### config.mk
export PLATFORM = sky130hd
export DESIGN_NAME = aip_input_path
export DESIGN_NICKNAME = d
export VERILOG_FILES = /design/src/hw/aip_pkg.sv /design/src/hw/aip_gain_update.sv /design/src/hw/aip_input_path.sv
export SDC_FILE = /design/constraint.sdc
export NUM_CORES = 1
export LEC_CHECK = 0
export BUFFER_PORTS_ARGS = -buffer_cell sky130_fd_sc_hd__clkbuf_2
export CORE_MARGIN = 2
export CORE_UTILIZATION = 40
export DETAILED_ROUTE_END_ITERATION = 16
export PLACE_DENSITY = 0.66
export REMOVE_ABC_BUFFERS = 1
export SETUP_SLACK_MARGIN = 0.02
export SYNTH_ARGS = -nofsm -noshare
export SYNTH_HDL_FRONTEND = slang
export SYNTH_HIERARCHICAL = 1
export SYNTH_SLANG_ARGS = --single-unit
### constraint.sdc
create_clock -name i_clk -period 2.6 [get_ports i_clk]
set_input_delay 0.26 -clock i_clk [delete_from_list [all_inputs] [get_ports i_clk]]
set_output_delay 0.26 -clock i_clk [all_outputs]
set_load 0.03 [all_outputs]
### src/hw/aip_pkg.sv
// Purpose: Shared constants, types and helpers for the input path control.
// Assumes: Registers are 9 bits wide behind 7-bit register addresses.
// Notes:   Gains are also reported in quarter-decibel units.

package aip_pkg;

   // --------------------------------------------------------------------
   // Widths.
   // --------------------------------------------------------------------
   localparam int unsigned REG_AW  = 7;
   localparam int unsigned REG_DW  = 9;
   localparam int unsigned GAIN_W  = 6;
   localparam int unsigned QDB_W   = 9;

   // --------------------------------------------------------------------
   // Register addresses.
   // --------------------------------------------------------------------
   localparam logic [6:0] ADDR_PWR_ONE = 7'h01;
   localparam logic [6:0] ADDR_PWR_TWO = 7'h02;
   localparam logic [6:0] ADDR_LVL_ONE = 7'h20;
   localparam logic [6:0] ADDR_ROUTE   = 7'h2c;
   localparam logic [6:0] ADDR_VOL     = 7'h2d;

   // --------------------------------------------------------------------
   // Field positions.
   // --------------------------------------------------------------------
   localparam int unsigned BIT_POS_TERM = 0;
   localparam int unsigned BIT_NEG_MIC  = 1;
   localparam int unsigned BIT_AUX_AMP  = 2;
   localparam int unsigned BIT_AUX_MODE = 3;
   localparam int unsigned BIT_AMP_EN   = 2;
   localparam int unsigned BIT_MUTE     = 6;
   localparam int unsigned BIT_GAIN_ZC  = 7;
   localparam int unsigned BIT_AUTO_LVL = 8;
   localparam int unsigned BIT_AUX_EN   = 6;
   localparam int unsigned GAIN_MSB     = 5;

   // --------------------------------------------------------------------
   // Reset values and top gain code.
   // --------------------------------------------------------------------
   localparam logic [8:0] RST_PWR_ONE = 9'h000;
   localparam logic [8:0] RST_PWR_TWO = 9'h000;
   localparam logic [8:0] RST_LVL_ONE = 9'h000;
   localparam logic [8:0] RST_ROUTE   = 9'h002;
   localparam logic [8:0] RST_VOL     = 9'h050;
   localparam logic [5:0] GAIN_ZERO_DB = 6'h10;
   localparam logic [5:0] GAIN_TOP     = 6'h3f;

   // --------------------------------------------------------------------
   // Serial port and gain scale constants.
   // --------------------------------------------------------------------
   localparam logic [6:0] TWO_WIRE_ADDR = 7'h1a;
   localparam logic [4:0] BYTE_BITS     = 5'h08;
   localparam logic [4:0] FRAME_BITS    = 5'h10;
   localparam logic signed [8:0] QDB_STEP   = 9'sh003;
   localparam logic signed [8:0] QDB_OFFSET = 9'sh030;
   localparam logic signed [8:0] QDB_TOP    = 9'sh08d;

   // --------------------------------------------------------------------
   // Types.
   // --------------------------------------------------------------------
   typedef enum logic [2:0] {
      TW_IDLE, TW_DEV, TW_ACK_DEV, TW_HI, TW_ACK_HI, TW_LO, TW_ACK_LO,
      TW_SKIP
   } aip_tw_e;

   typedef struct packed {
      logic aux_mode;
      logic aux_to_amp;
      logic neg_mic;
      logic pos_term;
   } aip_route_s;

   typedef struct packed {
      logic [8:0] pwr_one;
      logic [8:0] pwr_two;
      logic [8:0] lvl_one;
      logic [8:0] route;
      logic [8:0] vol;
   } aip_regs_s;

   typedef struct packed {
      aip_regs_s          regs;
      aip_tw_e            tw;
      logic               scl_prev;
      logic               sda_prev;
      logic               csb_prev;
      logic [15:0]        shift;
      logic [4:0]         bit_cnt;
      logic               sda_drive;
      logic               wr_pulse;
      logic [6:0]         wr_addr;
      logic [8:0]         wr_data;
      logic [5:0]         gain;
      logic signed [8:0]  qdb;
   } aip_state_s;

   // Quarter-decibel gain of a gain code: 3 * code - 48.
   function automatic logic signed [8:0] gain_to_qdb(input logic [5:0] c);
      return $signed({3'b000, c}) * QDB_STEP - QDB_OFFSET;
   endfunction

endpackage

### src/hw/aip_gain_update.sv
// Purpose: Applies the written gain code either at once or at zero cross.
// Assumes: i_zero_cross is a one-cycle indication from the analogue path.
// Notes:   The applied code comes from a register.

`timescale 1ns/100ps

module aip_gain_update
   import aip_pkg::*;
#(
   parameter int unsigned WIDTH = GAIN_W
) (
   input  wire logic             i_clk,
   input  wire logic             i_rstn,
   input  wire logic [WIDTH-1:0] i_target,
   input  wire logic             i_load,
   input  wire logic             i_zc_enable,
   input  wire logic             i_zero_cross,
   output logic      [WIDTH-1:0] o_gain,
   output logic                  o_pending
);

   typedef struct packed {
      logic [WIDTH-1:0] gain;
      logic             pending;
   } aip_gu_s;

   aip_gu_s gu_reg;
   aip_gu_s gu_next;

   if (WIDTH != GAIN_W) begin : g_chk
      $error("Gain width must match the gain field.");
   end

   // --------------------------------------------------------------------
   // Update timing.
   // --------------------------------------------------------------------
   always_comb begin
      gu_next = gu_reg;
      gu_next.pending = i_load |
         (gu_reg.pending & i_zc_enable & ~i_zero_cross); // RULE18
      if (!i_zc_enable) begin
         gu_next.gain = i_target; // RULE7
      end else if (gu_reg.pending && i_zero_cross) begin
         gu_next.gain = i_target; // RULE18
      end
   end

   always_ff @(posedge i_clk) begin
      if (!i_rstn) begin
         gu_reg <= '{gain: GAIN_ZERO_DB, pending: 1'b0};
      end else begin
         gu_reg <= gu_next;
      end
   end

   assign o_gain    = gu_reg.gain;
   assign o_pending = gu_reg.pending;
endmodule // aip_gain_update

### src/hw/aip_input_path.sv
// Purpose: Control registers for the analogue input amplifier path.
// Assumes: Serial pins are synchronous to i_clk and slow against it.
// Notes:   Overview of operation and checks follow.
//
// Overview of operation
// (RULE1) Bit 0 selects positive terminal source.
// (RULE2) Bit 1 connects negative mic pin.
// (RULE3) Bit 2 connects aux output to amplifier.
// (RULE4) Power two bit 2 enables amplifier.
// (RULE5) Gain code maps -12dB plus 0.75dB steps.
// (RULE6) One gain serves all amplifier inputs.
// (RULE7) Bit 7 defers gain to zero cross.
// (RULE8) Bit 6 mutes and detaches amplifier.
// (RULE9) Level bit 8 picks automatic gain source.
// (RULE10) Host leaves gain field alone under automatic.
// (RULE11) Power one bit 6 enables aux circuit.
// (RULE12) Input bit 3 selects aux mixer mode.
// (RULE13) Host sets pseudo differential selects together.
// (RULE14) Host sets single ended selects together.
// (RULE15) Mode pin high three wire, low two.
// (RULE16) Two wire target answers only its address.
// (RULE17) Fields reset to defaults, hold until written.
// (RULE18) Deferred gain waits for zero cross.

`timescale 1ns/100ps

module aip_input_path
   import aip_pkg::*;
#(
   parameter logic [6:0] DEV_ADDR = TWO_WIRE_ADDR
) (
   input  wire logic               i_clk,
   input  wire logic               i_rstn,
   input  wire logic               i_mode,
   input  wire logic               i_sclk,
   input  wire logic               i_sdin,
   input  wire logic               i_csb,
   output logic                    o_sdin_out,
   output logic                    o_sdin_oe,
   input  wire logic               i_zero_cross,
   input  wire logic [5:0]         i_alc_gain,
   output aip_route_s              o_route,
   output logic                    o_aux_bypass_switch,
   output logic                    o_aux_circuit_enable,
   output logic                    o_input_amp_enable,
   output logic                    o_input_amp_mute,
   output logic                    o_auto_level_select,
   output logic [5:0]              o_input_amp_gain,
   output logic signed [8:0]       o_gain_qdb,
   output logic                    o_gain_pending
);

   aip_state_s s_reg;
   aip_state_s s_next;
   logic [5:0] applied_gain;
   logic       scl_rise;
   logic       scl_fall;
   logic       tw_start;
   logic       tw_stop;
   logic       vol_load;

   if (DEV_ADDR == 7'h00) begin : g_chk
      $error("Two wire address zero is the general call address.");
   end

   // --------------------------------------------------------------------
   // Pin events.
   // --------------------------------------------------------------------
   assign scl_rise = i_sclk & ~s_reg.scl_prev;
   assign scl_fall = ~i_sclk & s_reg.scl_prev;
   assign tw_start = i_sclk & s_reg.scl_prev & s_reg.sda_prev & ~i_sdin;
   assign tw_stop  = i_sclk & s_reg.scl_prev & ~s_reg.sda_prev & i_sdin;
   assign vol_load = s_reg.wr_pulse && (s_reg.wr_addr == ADDR_VOL);

   // --------------------------------------------------------------------
   // Gain timing.
   // --------------------------------------------------------------------
   aip_gain_update #(
      .WIDTH        (GAIN_W)
   ) u_gain (
      .i_clk        (i_clk),
      .i_rstn       (i_rstn),
      .i_target     (s_reg.regs.vol[GAIN_MSB:0]),
      .i_load       (vol_load),
      .i_zc_enable  (s_reg.regs.vol[BIT_GAIN_ZC]),
      .i_zero_cross (i_zero_cross),
      .o_gain       (applied_gain),
      .o_pending    (o_gain_pending)
   );

   // --------------------------------------------------------------------
   // Next state.
   // --------------------------------------------------------------------
   always_comb begin
      s_next          = s_reg;
      s_next.scl_prev = i_sclk;
      s_next.sda_prev = i_sdin;
      s_next.csb_prev = i_csb;
      s_next.wr_pulse = 1'b0;

      if (i_mode) begin
         // Three wire: shift while select is low, write on its rise if at least 16 bits came in.
         s_next.tw        = TW_IDLE; // RULE15
         s_next.sda_drive = 1'b0; // RULE15
         if (!i_csb && scl_rise) begin
            s_next.shift = {s_reg.shift[14:0], i_sdin};
            if (s_reg.bit_cnt != FRAME_BITS) begin
               s_next.bit_cnt = s_reg.bit_cnt + 5'h01;
            end
         end
         if (i_csb && !s_reg.csb_prev) begin
            s_next.bit_cnt  = 5'h00;
            s_next.wr_pulse = (s_reg.bit_cnt == FRAME_BITS);
            s_next.wr_addr  = s_reg.shift[15:9];
            s_next.wr_data  = s_reg.shift[8:0];
         end
      end else if (tw_start) begin
         s_next.tw        = TW_DEV; // RULE15
         s_next.bit_cnt   = 5'h00;
         s_next.sda_drive = 1'b0;
      end else if (tw_stop) begin
         s_next.tw        = TW_IDLE;
         s_next.sda_drive = 1'b0;
      end else begin
         unique case (s_reg.tw)
            TW_DEV, TW_HI, TW_LO: begin
               if (scl_rise) begin
                  s_next.shift   = {s_reg.shift[14:0], i_sdin};
                  s_next.bit_cnt = s_reg.bit_cnt + 5'h01;
               end
               if (scl_fall && s_reg.bit_cnt == BYTE_BITS) begin
                  s_next.bit_cnt   = 5'h00;
                  s_next.sda_drive = 1'b1;
                  if (s_reg.tw == TW_DEV) begin
                     if (s_reg.shift[7:1] == DEV_ADDR && !s_reg.shift[0])
                     begin
                        s_next.tw = TW_ACK_DEV; // RULE16
                     end else begin
                        s_next.tw        = TW_SKIP; // RULE16
                        s_next.sda_drive = 1'b0;
                     end
                  end else if (s_reg.tw == TW_HI) begin
                     s_next.tw = TW_ACK_HI;
                  end else begin
                     s_next.tw       = TW_ACK_LO;
                     s_next.wr_pulse = 1'b1;
                     s_next.wr_addr  = s_reg.shift[15:9];
                     s_next.wr_data  = s_reg.shift[8:0];
                  end
               end
            end
            TW_ACK_DEV, TW_ACK_HI, TW_ACK_LO: begin
               if (scl_fall) begin
                  s_next.sda_drive = 1'b0;
                  if (s_reg.tw == TW_ACK_DEV) begin
                     s_next.tw = TW_HI;
                  end else if (s_reg.tw == TW_ACK_HI) begin
                     s_next.tw = TW_LO;
                  end else begin
                     s_next.tw = TW_SKIP;
                  end
               end
            end
            TW_IDLE, TW_SKIP: begin
               s_next.sda_drive = 1'b0;
            end
         endcase
      end

      // Register writes land one cycle after the write pulse.
      if (s_reg.wr_pulse) begin
         case (s_reg.wr_addr)
            ADDR_PWR_ONE: s_next.regs.pwr_one = s_reg.wr_data; // RULE17
            ADDR_PWR_TWO: s_next.regs.pwr_two = s_reg.wr_data; // RULE17
            ADDR_LVL_ONE: s_next.regs.lvl_one = s_reg.wr_data; // RULE17
            ADDR_ROUTE:   s_next.regs.route   = s_reg.wr_data; // RULE17
            ADDR_VOL:     s_next.regs.vol     = s_reg.wr_data; // RULE17
            default:      s_next.regs         = s_reg.regs;
         endcase
      end

      // One gain drives every amplifier input; source set by level bit.
      if (s_reg.regs.lvl_one[BIT_AUTO_LVL]) begin
         s_next.gain = i_alc_gain; // RULE9 RULE6
      end else begin
         s_next.gain = applied_gain; // RULE9 RULE6
      end
      s_next.qdb = gain_to_qdb(s_next.gain); // RULE5
   end

   always_ff @(posedge i_clk) begin
      if (!i_rstn) begin
         s_reg <= '{
            regs: '{pwr_one: RST_PWR_ONE, pwr_two: RST_PWR_TWO,
                    lvl_one: RST_LVL_ONE, route: RST_ROUTE,
                    vol: RST_VOL},
            tw: TW_IDLE, scl_prev: 1'b1, sda_prev: 1'b1, csb_prev: 1'b1,
            shift: 16'h0000, bit_cnt: 5'h00, sda_drive: 1'b0,
            wr_pulse: 1'b0, wr_addr: 7'h00, wr_data: 9'h000,
            gain: GAIN_ZERO_DB, qdb: 9'sh000}; // RULE17
      end else begin
         s_reg <= s_next;
      end
   end

   // --------------------------------------------------------------------
   // Outputs.
   // --------------------------------------------------------------------
   assign o_sdin_out           = 1'b0;
   assign o_sdin_oe            = s_reg.sda_drive;
   assign o_route.pos_term     = s_reg.regs.route[BIT_POS_TERM]; // RULE1
   assign o_route.neg_mic      = s_reg.regs.route[BIT_NEG_MIC]; // RULE2
   assign o_route.aux_to_amp   = s_reg.regs.route[BIT_AUX_AMP]; // RULE3
   assign o_route.aux_mode     = s_reg.regs.route[BIT_AUX_MODE]; // RULE12
   assign o_aux_bypass_switch  = s_reg.regs.route[BIT_AUX_MODE]; // RULE12
   assign o_aux_circuit_enable = s_reg.regs.pwr_one[BIT_AUX_EN]; // RULE11
   assign o_input_amp_enable   = s_reg.regs.pwr_two[BIT_AMP_EN]; // RULE4
   assign o_input_amp_mute     = s_reg.regs.vol[BIT_MUTE]; // RULE8
   assign o_auto_level_select  = s_reg.regs.lvl_one[BIT_AUTO_LVL]; // RULE9
   assign o_input_amp_gain     = s_reg.gain;
   assign o_gain_qdb           = s_reg.qdb;
endmodule // aip_input_path

== Word level (Yosys, flattened, before mapping) ==
Index checks and enable logic that the tools add are counted.

* Flip-flop bits (word level): 98
* Input port bits: 13
* Memories: 0
* Bits in latches: 0
* Logic and storage cells: 136
* Bits in writable memories: 0
* Memory bits (read-only): 0

* Add/sub/neg operators: 2
* Equality and inequality tests: 30
* Order comparisons: 0
* Shift-type cells: 0
* Bitwise logic cells: 16
* Reduce and logical (&&, ||, !) cells: 33
* Divide/modulo/power cells: 0
* $mul: 1
* Multiplexer cells: 34

{| class="wikitable"
|+ Operators by type and width
! operator !! count
|-
| $mux 17 || 6
|-
| $mux 21 || 4
|-
| $mux 39 || 1
|-
| $mux 6 || 4
|-
| $mux 23 || 1
|-
| $eq 7x6->1 const B || 3
|-
| $mux 16 || 1
|-
| $mux 3 || 5
|-
| $eq 3x3->1 const B || 4
|-
| $ne 2x2->1 const B || 6
|-
| $reduce_and 2->1 || 6
|-
| $mux 5 || 2
|-
| $reduce_and 5->1 || 2
|-
| $and 1x1->1 || 9
|-
| $sub 8x6->9 const B || 1
|-
| $mul 6x2->8 const B || 1
|-
| $ne 4x4->1 const B || 2
|-
| $reduce_bool 2->1 || 4
|-
| $reduce_bool 4->1 || 2
|-
| $eq 7x1->1 const B || 1
|-
| $eq 7x2->1 const B || 1
|-
| $eq 7x5->1 const B || 1
|-
| $reduce_and 7->1 || 1
|-
| $eq 3x2->1 const B || 2
|-
| 22 further kinds || 46
|}

== Depth between registers and ports, before layout ==
* Word-level depth: 9
* Depth in mapped cells: 11

== By module ==
The synthesis kept the hierarchy.

{| class="wikitable"
|+ By module, submodules not included
! module !! area an instance (µm²) !! cells each !! instances !! seq. area each (µm²)
|-
| aip_input_path || 3326.9 || 366 || 1 || 1481.4
|-
| aip_gain_update || 294.0 || 29 || 1 || 140.1
|}

== Worst setup path before layout ==
Ideal clock, no wire load.

* Path kind: register to register
* Start point: register s_reg (netlist bit o_auto_level_select)
* End point: register s_reg (netlist bit o_gain_qdb[6])
* Data required time: 2.472 ns
* Library setup time: 0.128 ns
* Cell stages (with the launch flop): 12
* Period minus slack after synthesis: 2.632 ns
* Data arrival time: 2.504 ns
* Setup slack: -0.032 ns
* Cell sequence: dfxtp_1 -> clkbuf_1 -> mux2_2 -> ha_1 -> ha_1 -> inv_1 -> fa_1 -> nor2b_1 -> o21ai_0 -> nand2b_1 -> xor2_1 -> nor2_1

{| class="wikitable"
|+ RTL lines
! element !! RTL line !! source
|-
| start: declaration || aip_input_path.sv:53 || <nowiki>aip_state_s s_reg;</nowiki>
|-
| start signal: assignment || aip_input_path.sv:193 || <nowiki>s_reg <= '{</nowiki>
|-
| start signal: assignment || aip_input_path.sv:202 || <nowiki>s_reg <= s_next;</nowiki>
|}

==> flow_metrics.tcl <==
set metrics [dict create \
    worst_pin_slew_ns 0.988 \
    outcome "completed" \
    grt_pass1_wl_um 11100 \
    cts-resized-gates 0 \
    synth_cells 395 \
    path_cells "mux2_2, ha_1, ha_1, inv_1, fa_1, nor2b_1, o21ai_0, nand2b_1, xor2_1, nor2_1" \
    fin_nets 437 \
    pwr_density_cell_nw_per_um2 563 \
    r2r_cells 10 \
    setup_violations 0 \
    vias 2596 \
    synth_common_cells "dfxtp_1 (81), nand2_1 (43), nor2_1 (41), mux2i_1 (40), nand3_1 (24)" \
    place_hpwl_um 4560 \
    placed_area_um2 3750 \
    drtPass1Iterations 4 \
    synthTopCellsByArea "dfxtp_1 (45%), mux2i_1 (11%), buf_4 (4.6%), nand2_1 (4.5%), nor2_1 (4.3%)" \
    holdPathEnd "s_reg[54]$_SDFF_PN1_" \
    numCtsBuffers 9 \
    tritoncts "done" \
    cts_setup_buffers 0 \
    die_x_um 99.1 \
    die_area_um2 9830 \
    relSlewSlack_pct 34.1 \
    drt_iter0_drc 102 \
    gr-usage-all-layers_pct 13.9 \
    wirelength_um 6500 \
    rrSetupSlack_ns 0.23 \
    start_kind "flip-flop" \
    syn2layout_area_growth_pct 8.67 \
    worstReg2RegEnd "o_gain_qdb[6]$_SDFF_PN0_" \
    gp_congestion 0.812 \
    grt_antenna_before_repair 0 \
    rows 34 \
    hold_depth 2 \
    regArea_um2 1620 \
    maxCapViolCount 0 \
    crit_start "o_auto_level_select$_SDFFE_PN0P_" \
    ant_nets 0 \
    yosysSeqAreaShare_pct 44.8 \
    antenna_cells 0 \
    pin_count 40 \
    synth.distinct_cells 56 \
    hp-class "input pin to flip-flop" \
    synthArstFlopShare_pct 0 \
    drive_gt1_share_pct 16.4 \
    max_freq_ghz 0.421 \
    grt.overflow.total 0 \
    fin_tns_setup_ns 0 \
    viasPerCell 4.97 \
    hold_viol_final 0 \
    cp_common_cell "ha_1" \
    numPortBuffers 38 \
    synth_edf_count 0 \
    yosys.area.top_type_share_pct 44.8 \
    clkSlewWorstSetupHoldPaths_ns 0.08 \
    critPathMaxStageDelay_ns 0.43 \
    syn_avg_cell_area_um2 9.17 \
    die_h_um 99.1 \
    fin_worst_skew_ns 0.00692 \
    start_util_pct 41.3 \
    drc 0 \
    setup.worst_path.end_class "flip-flop" \
    reg2reg_from "o_auto_level_select$_SDFFE_PN0P_" \
    p_leak_nw 1.67 \
    drv_slew 0 \
    clkLatencyLatePin_ns 0.34 \
    yosysMostFrequentCell "dfxtp_1" \
    holdCritStartpoint "i_csb" \
    grt_max_degree 62 \
    syn_area_um2 3620 \
    synthFlopType "dfxtp_1" \
    cts_hold_buf 0 \
    grt_pass1_vias 2378 \
    worstPathArrival_ns 2.62 \
    slowest_stage "dfxtp_2" \
    synth_largest_area_cell "dfxtp_1" \
    stdcell_area_um2 3940 \
    largest_register_ffs 51 \
    ir_drop_uv 362 \
    cts_num_sinks 81 \
    num-fill-cells 858 \
    ys_ff_latch 81 \
    post-route-period-util_pct 91.3 \
    worstSetupPathType "flip-flop to flip-flop" \
    worstPathMaxFanout 8 \
    fin_crit_ns 2.37 \
    clockBufferDepth 2 \
    ys_warn_count 6 \
    routedWlPerCell_um 12.5 \
    cts_root_buffer "clkbuf_8" \
    h-tree-depth 3 \
    rsz0062_at_grt "false" \
    core_um2 8760 \
    worstPathRequired_ns 2.84 \
    multi_input_area_um2 1710 \
]
-- layout by cell type, fill, tap and decap left out, types with 2 or more instances in the layout --
master	count
a21oi_1	8
o21ai_0	10
or3_1	3
nor2_1	41
inv_1	17
and2_1	5
ha_1	12
xor2_1	2
nor2b_1	6
mux2i_1	40
clkbuf_8	10
nand2_1	43
dfxtp_1	80
nor3_1	6
o21ai_1	8
nand2b_1	7
buf_4	4
and3_1	2
clkbuf_2	38
mux2_2	4
nor4b_1	3
o22ai_1	2
nand3_1	24
a22oi_1	2
a31oi_1	2
-- report_power, final --
group          internal, mW  switching (mW)  total (mW)
sequential             1.24         0.00474        1.25
clock                 0.458           0.418       0.876
combinational        0.0311          0.0619      0.0929
total                  1.73           0.484        2.22
-- worst max-delay path by stage --
stage,depth (start not counted),slack (ns),to
after floorplan,10,0.08,o_gain_qdb[6]$_SDFF_PN0_
after global placement,10,0.21,o_gain_qdb[6]$_SDFF_PN0_
after detailed placement,10,0.12,o_gain_qdb[6]$_SDFF_PN0_
after CTS,10,0.11,o_gain_qdb[6]$_SDFF_PN0_
after global routing,10,0.03,o_gain_qdb[6]$_SDFF_PN0_
final,10,0.23,o_gain_qdb[6]$_SDFF_PN0_
-- kinds of logic after synthesis --
family | after synthesis | synth area share (%)
and+or+nand+nor | 152 | 20.5
DFF | 81 | 44.8
buffers and inverters | 54 | 8.02
AOI/OAI and AO/OA | 47 | 8.88
muxes | 44 | 12.3
adders and majority gates | 13 | 4.70
xor gates and xnor gates | 3 | 0.726
other | 1 | 0.104
-- metal layers --
layer / routed length (um) / GRT usage (%) / share of wire, %
met4: 67 / 4.21 / 1.0
met5: 0 / 0 / 0
met2: 3030 / 23.3 / 47
met1: 3100 / 17.3 / 48
met3: 301 / 4.36 / 4.6
-- area by class of cell --
cell class / instances / share of cell area (%)
clock buffer: 11 / 3.59
clock inverter: 3 / 1.08
inverter: 17 / 1.62
multi-input combinational: 260 / 43.4
sequential: 81 / 41.2
tap: 108 / 3.43
timing repair buffer: 42 / 5.60
-- worst max-delay path, delay by kind of cell (launching register included) --
family | cells | cell delay, ns
xor gates and xnor gates | 1 | 0.16
adders and majority gates | 3 | 0.82
AOI/OAI and AO/OA | 1 | 0.09
buffers and inverters | 1 | 0.06
and+or+nand+nor | 3 | 0.31
muxes | 1 | 0.38
DFF | 1 | 0.43
-- metrics by stage --
stage / cells / setup slack (ns) / utilization (%) / total power [mW] / hold WS, ns
floorplan: 358 / 0.0830 / - / 1.33 / 0.322
global placement: 508 / 0.206 / 42.8 / 1.37 / 0.443
detailed placement: 508 / 0.118 / 42.8 / 1.37 / 0.448
CTS: 522 / 0.109 / 44.9 / 2.25 / 0.139
global route: 522 / 0.0251 / 44.9 / 2.31 / 0.160
finish: 522 / 0.225 / 44.9 / 2.22 / 0.158
Note: power is estimated with default switching activity, not from simulation.
